[src/hdl/gpio7_pin_map.vh]
// Purpose: Offsets, field positions, reset values and codes for the pin control block
// Assumes: Included by the pin control module, its assertions and its test bench
// Notes: Register offsets are indexes on the plain register port
`ifndef GPIO7_PIN_MAP_VH
`define GPIO7_PIN_MAP_VH

// ****************************************
// Register offsets
// ****************************************
`define GPIO7_PIN_CONFIG_ADDR 16'h403E
`define IRQ_STATUS_ADDR 16'h4040
`define IRQ_MASK_ADDR 16'h4041
`define PIN_STATE_ADDR 16'h4042
`define OUT_VALUE_ADDR 16'h4043

// ****************************************
// Config fields
// ****************************************
`define DIR_BIT 15
`define PULL_HI 14
`define PULL_LO 13
`define IRQ_MODE_BIT 12
`define DOMAIN_BIT 11
`define POL_BIT 10
`define OD_BIT 9
`define ENA_BIT 7
`define FN_HI 3
`define FN_LO 0
`define CONFIG_RESET 16'hA400
`define CONFIG_WMASK 16'hFE8F

// ****************************************
// Pull encodings
// ****************************************
`define PULL_NONE 2'h0
`define PULL_DOWN 2'h1
`define PULL_UP 2'h2

// ****************************************
// Interrupt status bits
// ****************************************
`define IRQ_EDGE_BIT 0
`define IRQ_WDOG_BIT 1
`define IRQ_WIDTH 2

// ****************************************
// Timing
// ****************************************
`define CLK_HZ 125000000
`define OSC32_HZ 32768
`define PWRCLK_HZ 2000000
`define PWRCLK_HALF (`CLK_HZ / (2 * `PWRCLK_HZ))
`define LONG_DEBOUNCE_CYCLES 125000

`endif

[src/hdl/gpio7_pin_control.v]
// Purpose: Configuration and function routing for one general-purpose pin
// Assumes: Single clock mclk at 125 MHz, synchronous active-high reset
// Notes: Register port gives read data in the cycle after the read strobe
//
// Summary of operation
// RL1: Direction bit 0 makes the pin an output, 1 an input; resets to 1.
// RL2: Pull field 00 none, 01 pull-down, 10 pull-up, 11 reserved; resets 01.
// RL3: Mode 0 interrupts on rising edge if polarity 1, falling if 0.
// RL4: Mode 1 interrupts on both edges regardless of polarity; resets 0.
// RL5: Bit 11 picks supply: 0 interface supply, 1 always-on supply; resets 0.
// RL6: Bit 10 polarity: 0 inverted active low, 1 active high; resets 1. Clock outputs (codes 1 and 14) are never inverted.
// RL7: Bit 9 drive: 0 push-pull, 1 open drain; resets 0.
// RL8: Bit 7 low tri-states the pin; high is normal; resets 0.
// RL9: Four-bit function field at 3:0 resets to 0000, meaning depends on direction.
// RL10: Input codes 0 and 1 are plain input with and without long debounce.
// RL11: Input codes 2 to 6 are power, sleep and wake requests.
// RL12: Input code 7 is watchdog reset, codes 8 and 9 voltage-scaling selects.
// RL13: Input codes 10-13 hardware enables and controls, 14-15 controls debounced.
// RL14: Output code 0 plain output, code 1 the 32.768kHz oscillator clock.
// RL15: Output codes 2, 3, 4 show ON, SLEEP, state change; 5-7 reserved.
// RL16: Output codes 8 and 9 show buck one and two voltage change done.
// RL17: Output codes 10-11 power enables, 12 supply good, 13 power good.
// RL18: Output code 14 drives 2MHz power clock, 15 auxiliary reset. The divider gives about 2.016 MHz.
// RL19: Direction bit chooses input or output decoding of the function code.
//
// The implementer's own choice: the plain strobed port.
`timescale 1ns/1ps
`include "gpio7_pin_map.vh"

module gpio7_pin_control #(
	parameter LONG_DEBOUNCE = `LONG_DEBOUNCE_CYCLES
) (
	input wire mclk,
	input wire srst,
	input wire clk_en,
	input wire [15:0] reg_addr,
	input wire [15:0] reg_wdata,
	input wire reg_wr,
	input wire reg_rd,
	output reg [15:0] reg_rdata,
	output wire irq,
	input wire pin_in,
	output wire pin_out,
	output wire pin_oe,
	output wire [1:0] pull_resistor_select,
	output wire supply_domain_select,
	input wire osc32_clk,
	input wire on_state,
	input wire sleep_state,
	input wire state_change,
	input wire dvs_done_one,
	input wire dvs_done_two,
	input wire ext_pwr_enable_one,
	input wire ext_pwr_enable_two,
	input wire system_supply_good,
	input wire converter_power_good,
	input wire aux_reset,
	output reg power_onoff_req,
	output reg sleep_wake_req,
	output reg sleep_req,
	output reg power_on_req,
	output reg watchdog_reset,
	output reg voltage_scaling_select_one,
	output reg voltage_scaling_select_two,
	output reg [1:0] hw_enable,
	output reg [1:0] hw_control,
	output reg gpio_in_value
);

	localparam DB_W = 17;
	// Counter is 17 bits wide; a debounce above 131071 cycles needs it widened
	localparam [DB_W-1:0] DB_MAX = LONG_DEBOUNCE[DB_W-1:0];
	localparam integer PCLK_HALF_I = `PWRCLK_HALF;
	localparam [5:0] PCLK_HALF = PCLK_HALF_I[5:0];

	reg [15:0] config_r;
	reg [`IRQ_WIDTH-1:0] irq_status_r;
	reg [`IRQ_WIDTH-1:0] irq_mask_r;
	reg out_value_r;
	reg [2:0] pin_sync_r;
	reg pin_stable_r;
	reg pin_long_r;
	reg [DB_W-1:0] db_cnt_r;
	reg [2:0] osc_sync_r;
	reg [5:0] pclk_cnt_r;
	reg pclk_r;
	reg level_prev_r;
	reg [`IRQ_WIDTH-1:0] irq_set;
	reg drive_level;
	reg osc_stable_r;
	reg [15:0] rdata_nxt;

	// ****************************************
	// Configuration fields
	// ****************************************

	wire pin_direction = config_r[`DIR_BIT];
	wire irq_edge_mode = config_r[`IRQ_MODE_BIT];
	wire polarity_select = config_r[`POL_BIT];
	wire open_drain_select = config_r[`OD_BIT];
	wire pin_enable = config_r[`ENA_BIT];
	wire [3:0] pin_function = config_r[`FN_HI:`FN_LO];

	// ****************************************
	// Helpers
	// ****************************************
	// Long debounce codes: plain input 0, sleep/wake 4, controls 14 and 15
	function uses_long;
		input [3:0] fn;
		begin
			uses_long = (fn == 4'h0) || (fn == 4'h4) || (fn == 4'hE) || (fn == 4'hF);
		end
	endfunction

	function is_fn;
		input [3:0] fn;
		input [3:0] code;
		begin
			is_fn = (fn == code);
		end
	endfunction

	// ****************************************
	// Input route decode
	// ****************************************
	// One-hot pick of the internal input that a function code feeds
	function [10:0] in_route;
		input [3:0] fn;
		begin
			in_route = 11'h000;
			case (fn)
				4'h2: in_route[0] = 1'b1;
				4'h3: in_route[1] = 1'b1;
				4'h4: in_route[1] = 1'b1;
				4'h5: in_route[2] = 1'b1;
				4'h6: in_route[3] = 1'b1;
				4'h7: in_route[4] = 1'b1;
				4'h8: in_route[5] = 1'b1;
				4'h9: in_route[6] = 1'b1;
				4'hA: in_route[7] = 1'b1;
				4'hB: in_route[8] = 1'b1;
				4'hC: in_route[9] = 1'b1;
				4'hD: in_route[10] = 1'b1;
				4'hE: in_route[9] = 1'b1;
				4'hF: in_route[10] = 1'b1;
				default: in_route = 11'h000;
			endcase
		end
	endfunction

	// Reserved pull code 11 is passed on as written; the pad decides
	assign pull_resistor_select = config_r[`PULL_HI:`PULL_LO]; // RL2
	assign supply_domain_select = config_r[`DOMAIN_BIT]; // RL5

	// ****************************************
	// Register port
	// ****************************************
	always @(posedge mclk) begin
		if (srst) begin
			config_r <= `CONFIG_RESET; // RL1 RL2 RL4 RL5 RL6 RL7 RL8 RL9
			irq_mask_r <= {`IRQ_WIDTH{1'b0}};
			out_value_r <= 1'b0;
			reg_rdata <= 16'h0000;
		end else if (clk_en) begin
			if (reg_wr) begin
				case (reg_addr)
					`GPIO7_PIN_CONFIG_ADDR: config_r <= reg_wdata & `CONFIG_WMASK;
					`IRQ_MASK_ADDR: irq_mask_r <= reg_wdata[`IRQ_WIDTH-1:0];
					`OUT_VALUE_ADDR: out_value_r <= reg_wdata[0];
					default: ;
				endcase
			end
			reg_rdata <= rdata_nxt;
		end
	end

	// ****************************************
	// Read mux
	// ****************************************
	// Zero outside the read slot, so a stale word is never taken as an answer
	always @* begin
		rdata_nxt = 16'h0000;
		if (reg_rd) begin
			case (reg_addr)
				`GPIO7_PIN_CONFIG_ADDR: rdata_nxt = config_r;
				`IRQ_STATUS_ADDR: rdata_nxt = {14'h0000, irq_status_r};
				`IRQ_MASK_ADDR: rdata_nxt = {14'h0000, irq_mask_r};
				`PIN_STATE_ADDR: rdata_nxt = {14'h0000, pin_long_r, pin_stable_r};
				`OUT_VALUE_ADDR: rdata_nxt = {15'h0000, out_value_r};
				default: rdata_nxt = 16'h0000;
			endcase
		end
	end

	// ****************************************
	// Pin input conditioning
	// ****************************************
	// Change accepted when the second and third stages agree
	always @(posedge mclk) begin
		if (srst) begin
			pin_sync_r <= 3'h0;
			pin_stable_r <= 1'b0;
			osc_sync_r <= 3'h0;
			osc_stable_r <= 1'b0;
		end else if (clk_en) begin
			pin_sync_r <= {pin_sync_r[1:0], pin_in};
			osc_sync_r <= {osc_sync_r[1:0], osc32_clk};
			if (pin_sync_r[1] == pin_sync_r[2])
				pin_stable_r <= pin_sync_r[2];
			// Oscillator also waits for agreement, so no half-settled sample leaves
			if (osc_sync_r[1] == osc_sync_r[2])
				osc_stable_r <= osc_sync_r[2];
		end
	end

	// Long filter: level must hold for the whole count before it is taken
	always @(posedge mclk) begin
		if (srst) begin
			db_cnt_r <= {DB_W{1'b0}};
			pin_long_r <= 1'b0;
		end else if (clk_en) begin
			if (pin_stable_r == pin_long_r) begin
				db_cnt_r <= {DB_W{1'b0}};
			end else if (db_cnt_r >= DB_MAX - 1'b1) begin
				db_cnt_r <= {DB_W{1'b0}};
				pin_long_r <= pin_stable_r;
			end else begin
				db_cnt_r <= db_cnt_r + 1'b1;
			end
		end
	end

	// Logical level after polarity; inverted pin is active low
	wire raw_sel = uses_long(pin_function) ? pin_long_r : pin_stable_r; // RL10
	wire level = polarity_select ? raw_sel : ~raw_sel; // RL6
	wire in_active = pin_direction & pin_enable; // RL8 RL19
	wire [10:0] in_sel = in_active ? in_route(pin_function) : 11'h000; // RL19

	// ****************************************
	// Input function routing
	// ****************************************
	always @(posedge mclk) begin
		if (srst) begin
			power_onoff_req <= 1'b0;
			sleep_wake_req <= 1'b0;
			sleep_req <= 1'b0;
			power_on_req <= 1'b0;
			watchdog_reset <= 1'b0;
			voltage_scaling_select_one <= 1'b0;
			voltage_scaling_select_two <= 1'b0;
			hw_enable <= 2'h0;
			hw_control <= 2'h0;
			gpio_in_value <= 1'b0;
		end else if (clk_en) begin
			gpio_in_value <= level;
			power_onoff_req <= in_sel[0] & level; // RL11
			sleep_wake_req <= in_sel[1] & level; // RL11
			sleep_req <= in_sel[2] & level; // RL11
			power_on_req <= in_sel[3] & level; // RL11
			watchdog_reset <= in_sel[4] & level; // RL12
			voltage_scaling_select_one <= in_sel[5] & level; // RL12
			voltage_scaling_select_two <= in_sel[6] & level; // RL12
			hw_enable[0] <= in_sel[7] & level; // RL13
			hw_enable[1] <= in_sel[8] & level; // RL13
			hw_control[0] <= in_sel[9] & level; // RL13
			hw_control[1] <= in_sel[10] & level; // RL13
		end
	end

	// ****************************************
	// Edge interrupt
	// ****************************************
	wire rise = level & ~level_prev_r;
	wire fall = ~level & level_prev_r;
	// Level already carries polarity, so a rising raw edge with polarity 1
	// and a falling raw edge with polarity 0 both appear as a logical rise
	wire edge_hit = irq_edge_mode ? (rise | fall) : rise; // RL3 RL4

	always @* begin
		irq_set = {`IRQ_WIDTH{1'b0}};
		irq_set[`IRQ_EDGE_BIT] = in_active & edge_hit;
		irq_set[`IRQ_WDOG_BIT] = in_active & is_fn(pin_function, 4'h7) & rise;
	end

	// Previous level resets to the idle logical level, so no false edge
	always @(posedge mclk) begin
		if (srst)
			level_prev_r <= 1'b0;
		else if (clk_en)
			level_prev_r <= level;
	end

	// ****************************************
	// Interrupt status
	// ****************************************
	wire status_wr = reg_wr & (reg_addr == `IRQ_STATUS_ADDR);

	// One sticky bit per event; set wins over a write-one clear in the same cycle
	genvar gi;
	generate
		for (gi = 0; gi < `IRQ_WIDTH; gi = gi + 1) begin : g_status
			always @(posedge mclk) begin
				if (srst)
					irq_status_r[gi] <= 1'b0;
				else if (clk_en)
					irq_status_r[gi] <= irq_set[gi]
						| (irq_status_r[gi] & ~(status_wr & reg_wdata[gi]));
			end
		end
	endgenerate

	assign irq = |(irq_status_r & irq_mask_r);

	// ****************************************
	// Power clock divider
	// ****************************************
	// About 2.016 MHz; an exact 2 MHz cannot be divided from 125 MHz
	always @(posedge mclk) begin
		if (srst) begin
			pclk_cnt_r <= 6'h00;
			pclk_r <= 1'b0;
		end else if (clk_en) begin
			if (pclk_cnt_r >= PCLK_HALF - 1'b1) begin
				pclk_cnt_r <= 6'h00;
				pclk_r <= ~pclk_r; // RL18
			end else begin
				pclk_cnt_r <= pclk_cnt_r + 1'b1;
			end
		end
	end

	// ****************************************
	// Output function routing
	// ****************************************
	always @* begin
		case (pin_function) // RL19
			4'h0: drive_level = out_value_r; // RL14
			4'h1: drive_level = osc_stable_r; // RL14
			4'h2: drive_level = on_state; // RL15
			4'h3: drive_level = sleep_state; // RL15
			4'h4: drive_level = state_change; // RL15
			4'h8: drive_level = dvs_done_one; // RL16
			4'h9: drive_level = dvs_done_two; // RL16
			4'hA: drive_level = ext_pwr_enable_one; // RL17
			4'hB: drive_level = ext_pwr_enable_two; // RL17
			4'hC: drive_level = system_supply_good; // RL17
			4'hD: drive_level = converter_power_good; // RL17
			4'hE: drive_level = pclk_r; // RL18
			4'hF: drive_level = aux_reset; // RL18
			default: drive_level = 1'b0; // RL15
		endcase
	end

	// ****************************************
	// Pin drive
	// ****************************************
	// Clocks are not inverted so that the frequency stays true
	wire clk_fn = is_fn(pin_function, 4'h1) | is_fn(pin_function, 4'hE);
	wire out_bit = (polarity_select | clk_fn) ? drive_level : ~drive_level; // RL6

	reg out_bit_r;
	always @(posedge mclk) begin
		if (srst)
			out_bit_r <= 1'b0;
		else if (clk_en)
			out_bit_r <= out_bit;
	end

	wire out_active = ~pin_direction & pin_enable; // RL1 RL8
	assign pin_out = open_drain_select ? 1'b0 : out_bit_r; // RL7
	// Open drain only sinks; releases for a high level
	assign pin_oe = out_active & (open_drain_select ? ~out_bit_r : 1'b1); // RL7

endmodule

[config.mk]
export PLATFORM = sky130hd
export DESIGN_NAME = gpio7_pin_control
export DESIGN_NICKNAME = d
export VERILOG_FILES = /design/src/hdl/gpio7_pin_control.v
export VERILOG_INCLUDE_DIRS = /design/src /design/src/hdl
export SDC_FILE = /design/constraint.sdc
export NUM_CORES = 1
export LEC_CHECK = 0
export ABC_AREA = 1
export BUFFER_PORTS_ARGS = -buffer_cell sky130_fd_sc_hd__buf_2
export CAP_MARGIN = 20
export CORE_MARGIN = 5
export CORE_UTILIZATION = 40
export DETAILED_ROUTE_END_ITERATION = 12
export HOLD_SLACK_MARGIN = 0.1
export PLACE_DENSITY = 0.68
export SETUP_SLACK_MARGIN = 0.1
export SLEW_MARGIN = 0
export SYNTH_ARGS = -nofsm -noshare
export SYNTH_HDL_FRONTEND = slang
export SYNTH_SLANG_ARGS = --single-unit
[constraint.sdc]
create_clock -name mclk -period 1.8 [get_ports mclk]
set_clock_uncertainty 0.1 [all_clocks]
set_input_delay 0.09 -clock mclk [delete_from_list [all_inputs] [get_ports mclk]]
set_output_delay 0.09 -clock mclk [all_outputs]
set_load 0.02 [all_outputs]
## Word level (Yosys, flattened, before mapping)

Cells that the tools add are included.

| word-level totals | value |
|---|---|
| register bits | 79 |
| bits of input ports | 49 |
| output and inout bits | 34 |
| logic and storage cells | 131 |

| operators by class | value |
|---|---|
| add/sub/neg operators | 2 |
| $lt $le $gt $ge | 2 |
| eq/ne operators | 23 |
| mux-type cells | 24 |
| bitwise operators | 40 |
| reductions and logical operators | 15 |

Operators with widths:

| cell | number |
|---|---|
| $eq 16x15->1 const B | 5 |
| $pmux 16 s5 | 1 |
| $mux 17 | 2 |
| $eq 4x4->1 const B | 8 |
| $and 1x1->1 | 24 |
| $add 17x1->17 const B | 1 |
| $ge 17x17->1 const B | 1 |
| $mux 1 | 17 |
| $eq 4x3->1 const B | 4 |
| $mux 16 | 1 |
| $pmux 1 s13 | 1 |
| $reduce_and 3->1 | 4 |
| $mux 11 | 1 |
| $not 1->1 | 10 |
| $eq 4x2->1 const B | 2 |
| $reduce_or 2->1 | 4 |
| $add 6x1->6 const B | 1 |
| $ge 6x5->1 const B | 1 |
| $mux 6 | 1 |
| $reduce_and 2->1 | 3 |
| $or 1x1->1 | 5 |
| $eq 4x1->1 const B | 1 |
| $logic_not 4->1 | 1 |
| $eq 1x1->1 | 3 |
| 2 further kinds | 4 |

## Logic depth before layout (Yosys ltp)

Gate-level depths: netlist of the first run.

| depth | value |
|---|---|
| word-level depth | 13 |
| mapped depth | 14 |
| mapped depth without buffers | 12 |

## Worst setup path after synthesis of the first run

Ideal clock, no wire load.

| timing path | value |
|---|---|
| path kind | reg-to-reg |
| start | register config_r[1] |
| end | register irq_status_r[0] |
| setup time | 0.141 ns |
| data arrival time | 1.545 ns |
| data required time | 1.559 ns |
| path slack | 0.013 ns |
| cell stages (with the launch flop) | 15 |
| path buffers | 2 |
| clock period less this slack | 1.787 ns |
| cell sequence | dfxtp_1 > buf_2 > nor2_4 > inv_2 > nand2_2 > o21ai_1 > nand2_1 > nand2_1 > nand2_1 > nand2_2 > buf_8 > ha_1 > nand2_1 > o211ai_1 > a21oi_1 |

| on the way | value |
|---|---|
| longest elaborated chain between the ends | 13 |
| elaborated cells between the ends (all ways) | 17 |
| those cells by class | 3 x eq/ne; 3 x mux; 7 x bitwise; 4 x reduce/logical |

Ends and longest elaborated chain:

| item | RTL line | text |
|---|---|---|
| from (decl) | gpio7_pin_control.v:76 | `reg [15:0] config_r;` |
| from (signal assigned) | gpio7_pin_control.v:160 | `` config_r <= `CONFIG_RESET; `` |
| from (signal assigned) | gpio7_pin_control.v:167 | `` `GPIO7_PIN_CONFIG_ADDR: config_r <= reg_wdata & `CONFIG_WMASK; `` |
| $eq 4x3->1 / $logic_not 4->1 (equally long branches) | gpio7_pin_control.v:111 | `uses_long = (fn == 4'h0) \|\| (fn == 4'h4) \|\| (fn == 4'hE) \|\| (fn == 4'hF);` |
| $logic_or 1x1->1 (2 in series) | gpio7_pin_control.v:111 |  |
| $logic_or 1x1->1 * | gpio7_pin_control.v:111 |  |
| $mux 1 * | gpio7_pin_control.v:234 | `wire raw_sel = uses_long(pin_function) ? pin_long_r : pin_stable_r;` |
| $not 1->1 | gpio7_pin_control.v:235 | `wire level = polarity_select ? raw_sel : ~raw_sel;` |
| $mux 1 * | gpio7_pin_control.v:235 |  |
| named net level | gpio7_pin_control.v:235 |  |
| $not 1->1 | gpio7_pin_control.v:274 | `wire fall = ~level & level_prev_r;` |
| $and 1x1->1 | gpio7_pin_control.v:274 |  |
| $or 1x1->1 | gpio7_pin_control.v:277 | `wire edge_hit = irq_edge_mode ? (rise \| fall) : rise;` |
| $mux 1 * | gpio7_pin_control.v:277 |  |
| $and 1x1->1 * | gpio7_pin_control.v:281 | `` irq_set[`IRQ_EDGE_BIT] = in_active & edge_hit; `` |
| $or 1x1->1 * | gpio7_pin_control.v:307 | `\| (irq_status_r[gi] & ~(status_wr & reg_wdata[gi]));` |
| to (signal, indexed assignment) | gpio7_pin_control.v:306 | `irq_status_r[gi] <= irq_set[gi]` |
| to (decl) | gpio7_pin_control.v:77 | `` reg [`IRQ_WIDTH-1:0] irq_status_r; `` |

Mark *: on every way through the listed nets, which the timed path passes. The rest lies on a longest branch.
A chain may end at the register's enable or synchronous reset.

## Worst setup path in the final report of the first run

| timing path | value |
|---|---|
| start | register config_r[1] |
| end | register irq_status_r[0] |

| on the way | value |
|---|---|
| longest elaborated chain between the ends | 13 |
| elaborated cells between the ends (all ways) | 17 |
| those cells by class | 3 x eq/ne; 3 x mux; 7 x bitwise; 4 x reduce/logical |

Ends and longest elaborated chain:

| item | RTL line |
|---|---|
| $eq 4x3->1 / $logic_not 4->1 (equally long branches) | gpio7_pin_control.v:111 |
| $logic_or 1x1->1 (2 in series) | gpio7_pin_control.v:111 |
| $logic_or 1x1->1 * | gpio7_pin_control.v:111 |
| $mux 1 * | gpio7_pin_control.v:234 |
| $not 1->1 | gpio7_pin_control.v:235 |
| $mux 1 * | gpio7_pin_control.v:235 |
| $not 1->1 | gpio7_pin_control.v:274 |
| $and 1x1->1 | gpio7_pin_control.v:274 |
| $or 1x1->1 | gpio7_pin_control.v:277 |
| $mux 1 * | gpio7_pin_control.v:277 |
| $and 1x1->1 * | gpio7_pin_control.v:281 |
| $or 1x1->1 * | gpio7_pin_control.v:307 |

Every way passes the cells marked *; elsewhere a longest branch is shown, timed or not.

==> results of run 1 <==
[cells in the final DEF, fill, tap and decap left out, types with 3 or more instances in the layout]
cell type,count
a211oi_1,4
a211oi_2,3
a21oi_1,45
a21oi_2,10
buf_2,74
buf_4,16
clkbuf_8,9
clkinvlp_4,3
conb_1,4
dfxtp_1,67
dfxtp_2,7
dlygate4sd3_1,22
ha_1,3
inv_1,45
inv_2,3
nand2_1,140
nand2_2,5
nand3_1,28
nand3_2,10
nand4_1,25
nor2_1,72
nor2_2,8
nor2_4,3
o211ai_1,3
o21ai_0,24
xor2_1,5
[power breakdown]
| part | internal [W] | switching [W] | total, W |
|---|---|---|---|
| registers | 0.00167 | 0.00000939 | 0.00168 |
| clock network | 0.000640 | 0.000630 | 0.00127 |
| logic | 0.0000917 | 0.000132 | 0.000224 |
[stage by stage]
stage / utilization (%) / setup WS [ps] / hold slack, ps
floorplan: - / 23.7 / 113
global placement: 45.5 / 126 / 208
detailed placement: 45.5 / 87.0 / 208
CTS: 49.9 / 108 / 136
global route: 50.8 / 29.4 / 172
finish: 50.8 / 116 / 152
[timing repair]
action                     4_1_cts  5_1_grt
hold buffers                    22        0
hold endpoints to repair        24        0
buffers inserted                 1        3
setup endpoints to repair        2       31
pin swaps                        1        5
resized for setup                0       25
[cell type report]
class,count,area [um2]
fillers,971,4790
multi-input cells,413,2150
flip-flops and latches,75,1510
repair buffers,113,722
inverters,51,194
well taps,133,166
clock buffers,10,128
clock inverters,6,66.3
[flip-flops by register name, indices dropped and copies added (netlist names), 2 cells and up]
| register | count |
|---|---|
| hw_enable | 2 |
| osc_sync_r | 3 |
| db_cnt_r | 17 |
| hw_control | 2 |
| irq_mask_r | 2 |
| reg_rdata | 12 |
| irq_status_r | 2 |
| pin_sync_r | 3 |
| config_r | 12 |
| pclk_cnt_r | 6 |
[cells by family after synthesis]
kind of cell | share of synthesized area, %
fa+ha+maj | 1.27
simple gates | 35.5
buf+inv | 9.58
other cells | 0.0948
compound gates | 14.3
xor+xnor | 1.33
flops | 38.0
[worst max-delay path: stages, from the launching register on]
cell	delay, ps
dfxtp_4	370
buf_4	150
o211ai_1	210
nand2_1	80
nand2_1	80
nand2_2	80
ha_4	270
nand2_2	40
o211ai_1	90
a21oi_1	80
[metal layers]
metal	GRT usage [%]	routed length (um)	up-vias	share of wire (%)
li1	-	-	2041	-
met1	21.4	4650	1863	45
met2	32.1	5160	71	50
met3	4.40	396	15	3.8
met4	4.45	136	0	1.3
met5	0	0	-	0
[final timing paths]
check | slack (ps) | startpoint | to
hold / removal | 150 | srst | db_cnt_r[13]$_SDFFE_PP0P_
setup / recovery | 120 | config_r[1]$_SDFFE_PP0P_ | irq_status_r[0]$_SDFFE_PP0P_
setup reg to reg | 120 | config_r[1]$_SDFFE_PP0P_ | irq_status_r[0]$_SDFFE_PP0P_
hold reg to reg | 360 | pclk_cnt_r[5]$_SDFFE_PP0P_ | pclk_cnt_r[5]$_SDFFE_PP0P_
==> results.toml, run 1 <==
[logic_synthesis]
synth_most_common_cell = "nand2_1"
synth.distinct_cells = 42
synth_top_cell_area_share_pct = 38.0
synth_cells = 564
synth_warnings = 0
async_reset_ff_share_pct = 0
synth.cell_area_um2 = 3960
ys.flop_type = "dfxtp_1"
ys_seq_area_share_pct = 38.0
yosys.area.top_type = "dfxtp_1"
avgSynthCellArea_um2 = 7.01
synthTopCellsByArea = "dfxtp_1, nand2_1, nor2_1"
synth.ff_latch_count = 75
synth_edf_count = 0
yosys-top-cells-count = "nand2_1, nor2_1, dfxtp_1"

[global_route]
grt_start_max_net_pins = 53
grt_pass1_vias = 3885
grt_use_total_pct = 17.9
antenna_found_initial = 0
grt_overflow = 0
grt_pass1_wl_um = 17300

[timing]
tns_ps = 0
hold_viol = 0
period_needed_ps = 1680
min_period_over_period_pct = 93.6
final-max-slew-violation-count = 0
rsz0062_at_grt = "true"
setup_viol = 0
fmax_mhz = 594
maxSlewHeadroom_pct = 57.3
worst_pin_slew_ps = 640

[floorplanning]
start_util_pct = 40.7
die_w_um = 109
rows = 36
die-area_um2 = 12000
die_h_um = 109
io_pins = 83
core_area_um2 = 9730

[critical_path]
timing.setup.critical_path_class = "reg2reg"
critPathLaunchType = "register"
r2r_cells = 9
worstPathArrival_ps = 1790
required_ps = 1910
end_kind = "register"
crit_fanout = 4

[drt]
postRouteAntennaNets = 0
routed_via_density = 4.98
dr.pass1.iters = 4
vias = 3990
wire_per_inst_um = 12.9
remaining_drc_errors = 0
drt_iter0_drc = 191
wl_um = 10300

[power_and_ir_drop]
peakVddDrop_v = 0.000396
p_total_w = 0.00317
power_density_nw_per_um2 = 642
p_leak_nw = 2.01

[clock_network]
insertion_delay_ps = 350
clock_tree.buffer_depth = 2
cts_tree = "yes"
clock-root-buffer = "clkbuf_8"
clk_pin_slew_worst_paths_ps = 80
cts_max_level = 3
numCtsBuffers = 9
cts.sinks = 75

[place]
dp_hpwl_um = 7320
gp_congestion = 0.881
io_buffer_count = 74
placed_cells = 759
placed_area_um2 = 4430

[flow_run]
maxCapViolCount = 0

[finish]
fin_cells = 801
area_growth_syn_to_layout_pct = 24.8
drive_above_1_share_pct = 24.7
fin_area_um2 = 4940
final_net_count = 716
insertedDiodeCount = 0

[hold_path]
min_path_cells = 4
hold_path_class = "in2reg"

[outcome]
status = "finished, final reports clean"
No activity file was read; power rests on OpenSTA's default activity.
==> inputs of run 2 (changes only) <==
--- a/config.mk
+++ b/config.mk
@@ -10,10 +10,10 @@
 export BUFFER_PORTS_ARGS = -buffer_cell sky130_fd_sc_hd__buf_2
 export CAP_MARGIN = 20
 export CORE_MARGIN = 5
-export CORE_UTILIZATION = 40
+export CORE_UTILIZATION = 50
 export DETAILED_ROUTE_END_ITERATION = 12
 export HOLD_SLACK_MARGIN = 0.1
-export PLACE_DENSITY = 0.68
+export PLACE_DENSITY = 0.81
 export SETUP_SLACK_MARGIN = 0.1
 export SLEW_MARGIN = 0
 export SYNTH_ARGS = -nofsm -noshare
==> results.toml, run 2 (synthesis results as in run 1) <==
[drt]
postRouteAntennaNets = 0
drt-met1-wl_um = 4390
vias = 4072
wire_per_inst_um = 13.8
dr.pass1.iters = 5
remaining_drc_errors = 0
drt_iter0_drc = 211
top_layer = "met4"
wl_um = 10600
wl_met3_um = 550
routed-wl-met2_um = 5380
routed_via_density = 5.30

[critical_path]
r2r_cells = 9
timing.rr.start = "config_r[1]$_SDFFE_PP0P_"
end_kind = "register"
worstPathArrival_ps = 1790
r2r_end = "irq_status_r[0]$_SDFFE_PP0P_"
critPathLaunchType = "register"
required_ps = 1910
timing.setup.critical_path_class = "reg2reg"
crit_fanout = 7
reg2reg_slack_ps = 120

[clock_network]
cts.sinks = 75
clk_pin_slew_worst_paths_ps = 80
numCtsBuffers = 9
cts_max_level = 3
clock_tree.buffer_depth = 2
insertion_delay_ps = 350
clock-root-buffer = "clkbuf_8"
cts_tree = "yes"

[power_and_ir_drop]
internal_power_w = 0.00246
swShare_pct = 24.8
clkPwrFrac_pct = 41.6
peakVddDrop_v = 0.000449
power_frac_comb_pct = 6.9
p_switching_w = 0.000809
power_frac_seq_pct = 51.5
power_density_nw_per_um2 = 666
p_leak_nw = 2.03
p_total_w = 0.00327

[floorplanning]
die-area_um2 = 9790
die_h_um = 99.0
die_w_um = 99.0
io_pins = 83
rows = 32
start_util_pct = 51.2
core_area_um2 = 7730

[global_route]
grt_pass1_vias = 3813
grt_pass1_wl_um = 17300
grt_overflow = 0
grt_use_total_pct = 21.1
grt_start_max_net_pins = 53
antenna_found_initial = 0

[place]
placed_cells = 729
gp_congestion = 0.895
dp_hpwl_um = 7430
placed_area_um2 = 4400
io_buffer_count = 74

[flow_run]
maxCapViolCount = 0

[finish]
area_growth_syn_to_layout_pct = 23.9
insertedDiodeCount = 0
largest_reg_flops = 17
final_util_pct = 63.4
drive_above_1_share_pct = 25.4
final_net_count = 714
fin_area_um2 = 4900
reg_top3 = "db_cnt_r x17, config_r x12, reg_rdata x12"
layout_common_cells = "nand2_1, buf_2, nor2_1"
top_register = "db_cnt_r"
fin_cells = 768
layout.cells.most_common = "nand2_1"

[timing]
fmax_mhz = 596
worst_pin_slew_ps = 637
maxSlewHeadroom_pct = 57.5
final-max-slew-violation-count = 0
setup_viol = 0
period_needed_ps = 1680
min_period_over_period_pct = 93.2
rsz0062_at_grt = "true"
hold_viol = 0
tns_ps = 0

[hold_path]
hold_path_class = "in2reg"
hp-start = "reg_addr[0]"
min_path_cells = 5
holdPathEnd = "irq_mask_r[1]$_SDFFE_PP0P_"

[outcome]
status = "finished, final reports clean"
-- run 2: critical path, stage by stage, from the launching register on --
cell and delay (ps):
dfxtp_1 340, buf_4 170, o211ai_1 210, nand2_1 80, nand2_1 70, nand2_2 80
ha_4 260, nand2_1 40, o211ai_1 100, a21oi_1 80
-- run 2: how the worst max path moves through the flow --
stage,startpoint,end,slack [ps]
final,config_r[1]$_SDFFE_PP0P_,irq_status_r[0]$_SDFFE_PP0P_,120
after global routing,config_r[0]$_SDFFE_PP0P_,irq_status_r[0]$_SDFFE_PP0P_,-1
after CTS,config_r[1]$_SDFFE_PP0P_,irq_status_r[0]$_SDFFE_PP0P_,110
after detailed placement,db_cnt_r[1]$_SDFFE_PP0P_,db_cnt_r[10]$_SDFFE_PP0P_,110
after global placement,config_r[1]$_SDFFE_PP0P_,irq_status_r[0]$_SDFFE_PP0P_,130
after floorplan,config_r[1]$_SDFFE_PP0P_,irq_status_r[0]$_SDFFE_PP0P_,20
-- run 2: layout make-up --
type	instances	area, um2
well taps	102	128
clock inverters	6	70.1
inverters	51	198
fillers	680	2830
clock buffers	10	138
repair buffers	111	696
flip-flops and latches	75	1510
multi-input cells	413	2160
-- run 2: power groups by stage --
stage          Clock [W]  Sequential [W]  Combinational [W]
5_1_grt          0.00147         0.00168           0.000249
6_report         0.00136         0.00168           0.000227
3_5_place_dp           0         0.00172           0.000189
2_1_floorplan          0         0.00172           0.000114
3_3_place_gp           0         0.00172           0.000184
4_1_cts          0.00138         0.00168           0.000222
-- run 2: timing repair --
action / CTS / global route
gates cloned: 0 / 0
hold endpoints to repair: 25 / 0
endpoints found under the setup margin: 2 / 27
hold buffers: 19 / 0
setup buffers: 0 / 4
resized for setup: 1 / 25
pin swaps: 0 / 7
-- run 2: metrics by stage --
| stage | worst slack (ps) | hold slack, ps |
|---|---|---|
| 2_1_floorplan | 23.7 | 113 |
| 3_3_place_gp | 134 | 206 |
| 3_5_place_dp | 110 | 214 |
| 4_1_cts | 110 | 101 |
| 5_1_grt | -1.47 | 131 |
| 6_report | 122 | 118 |
-- run 2: per-layer routing --
| layer | vias up | GRT usage, % |
|---|---|---|
| met2 | 135 | 36.1 |
| met3 | 28 | 4.03 |
| met1 | 1878 | 26.6 |
| met5 | - | 0 |
| li1 | 2031 | - |
| met4 | 0 | 7.35 |
==> inputs of run 3 (changes only) <==
--- a/config.mk
+++ b/config.mk
@@ -9,12 +9,12 @@
 export ABC_AREA = 1
 export BUFFER_PORTS_ARGS = -buffer_cell sky130_fd_sc_hd__buf_2
 export CAP_MARGIN = 20
-export CORE_MARGIN = 5
 export CORE_UTILIZATION = 50
 export DETAILED_ROUTE_END_ITERATION = 12
 export HOLD_SLACK_MARGIN = 0.1
 export PLACE_DENSITY = 0.81
 export SETUP_SLACK_MARGIN = 0.1
+export SKIP_CTS_REPAIR_TIMING = 1
 export SLEW_MARGIN = 0
 export SYNTH_ARGS = -nofsm -noshare
 export SYNTH_HDL_FRONTEND = slang
==> results.toml, run 3 (synthesis results as in run 1) <==
[finish]
area_growth_syn_to_layout_pct = 24.8
fin_area_um2 = 4940
fillers = 638
top_register = "db_cnt_r"
largest_reg_flops = 17
insertedDiodeCount = 0
final_net_count = 711
layout.cells.most_common = "nand2_1"
reg_top3 = "db_cnt_r x17, config_r x12, reg_rdata x12"
layout_common_cells = "nand2_1, buf_2, nor2_1"
drive_above_1_share_pct = 26.4

[floorplanning]
rows = 32
start_util_pct = 51.5
die_h_um = 91.0
die_w_um = 91.0
die-area_um2 = 8270
io_pins = 83
core_area_um2 = 7690

[timing]
fmax_mhz = 576
period_needed_ps = 1740
hold_viol = 0
worst_pin_slew_ps = 625
setup_viol = 0
final-max-slew-violation-count = 0
rsz0062_at_grt = "true"
worst_slack_ps = 62.6
maxSlewHeadroom_pct = 58.3
min_period_over_period_pct = 96.5

[global_route]
busiest_layer = "met2"
grt_use_total_pct = 24.2
antenna_found_initial = 0
grt_start_max_net_pins = 53
met3_usage_pct = 6.11
grt_pass1_vias = 3712
grt_pass1_wl_um = 16400
grt_use_met1_pct = 29.9
grt_overflow = 0
use_met2_pct = 41.2

[critical_path]
critPathLaunchType = "register"
reg2reg_slack_ps = 60
timing.rr.start = "config_r[1]$_SDFFE_PP0P_"
timing.setup.critical_path_class = "reg2reg"
required_ps = 1910
end_kind = "register"
crit_fanout = 4
r2r_end = "irq_status_r[0]$_SDFFE_PP0P_"
r2r_cells = 12
worstPathArrival_ps = 1850

[drt]
remaining_drc_errors = 0
drt_iter0_drc = 282
wl_um = 10700
vias = 4109
wire_per_inst_um = 14.0
dr.pass1.iters = 4
routed_via_density = 5.38
postRouteAntennaNets = 0

[clock_network]
clock-root-buffer = "clkbuf_8"
cts_tree = "yes"
cts.sinks = 75
cts_max_level = 3
clock_tree.buffer_depth = 2
numCtsBuffers = 9
clk_pin_slew_worst_paths_ps = 70
insertion_delay_ps = 350

[power_and_ir_drop]
peakVddDrop_v = 0.000562
power_density_nw_per_um2 = 704
p_switching_w = 0.000761
clkPwrFrac_pct = 45.2
power_frac_seq_pct = 48.3
internal_power_w = 0.00271
swShare_pct = 21.9
p_leak_nw = 2.03
power_frac_comb_pct = 6.5

[hold_path]
hp-start = "reg_addr[1]"
min_path_cells = 5
holdPathEnd = "out_value_r$_SDFFE_PP0P_"
hold_path_class = "in2reg"

[outcome]
status = "finished, final reports clean"

[place]
dp_hpwl_um = 6980
pre_cts_ws_ps = 91.1
io_buffer_count = 74
placed_area_um2 = 4390
gp_congestion = 0.917

[flow_run]
maxCapViolCount = 0
[run 3: area by class of cell]
cell class	count	area, um2	area share (%)
clock buffer	11	141	2.86
clock inverter	4	98.8	2.00
inverter	51	194	3.93
multi-input combinational	413	2180	44.2
sequential	75	1520	30.8
tap	102	128	2.59
timing repair buffer	108	671	13.6
[run 3: metal layers]
layer | vias to the layer above | routed length [um] | part of all wire, %
li1 | 2027 | - | -
met1 | 1895 | 4400 | 41
met2 | 155 | 5420 | 51
met3 | 32 | 646 | 6.0
met4 | 0 | 246 | 2.3
met5 | - | 0 | 0
[run 3: worst max path at each step]
stage | from | end | slack, ps | cells after the start
2_1_floorplan | config_r[1]$_SDFFE_PP0P_ | irq_status_r[0]$_SDFFE_PP0P_ | 20 | 14
6_report | config_r[1]$_SDFFE_PP0P_ | irq_status_r[0]$_SDFFE_PP0P_ | 60 | 12
5_1_grt | config_r[1]$_SDFFE_PP0P_ | irq_status_r[0]$_SDFFE_PP0P_ | -2 | 12
3_3_place_gp | config_r[1]$_SDFFE_PP0P_ | irq_status_r[0]$_SDFFE_PP0P_ | 130 | 12
3_5_place_dp | config_r[1]$_SDFFE_PP0P_ | irq_status_r[0]$_SDFFE_PP0P_ | 90 | 12
4_1_cts | db_cnt_r[0]$_SDFFE_PP0P_ | db_cnt_r[12]$_SDFFE_PP0P_ | 40 | 9
[run 3: power by group through the flow]
stage / Combinational [W] / Clock [W] / Sequential [W]
after CTS: 0.000190 / 0.00159 / 0.00168
final: 0.000227 / 0.00157 / 0.00168
after global routing: 0.000249 / 0.00166 / 0.00168
after detailed placement: 0.000189 / 0 / 0.00172
after floorplan: 0.000114 / 0 / 0.00172
after global placement: 0.000183 / 0 / 0.00172
[run 3: metrics by stage]
step           TNS [ps]  total power (W)  instances  util (%)  hold WS, ps
2_1_floorplan         0          0.00183        567         -          113
3_3_place_gp          0          0.00190        728      57.1          209
3_5_place_dp          0          0.00191        728      57.1          215
4_1_cts               0          0.00346        743      60.2         -151
5_1_grt           -2.01          0.00358        764      64.2          122
6_report              0          0.00348        764      64.2         84.4
[run 3: worst max-delay path, cell delays in order (launching register included)]
cell and delay, ps:
dfxtp_4 360, nor2_4 140, inv_2 70, nand2_2 80, o21ai_2 60, nand2_2 90, nand2_2 60, nand2_2 90
nand2_4 60, ha_4 260, nand2_2 50, o211ai_1 100, a21oi_1 90
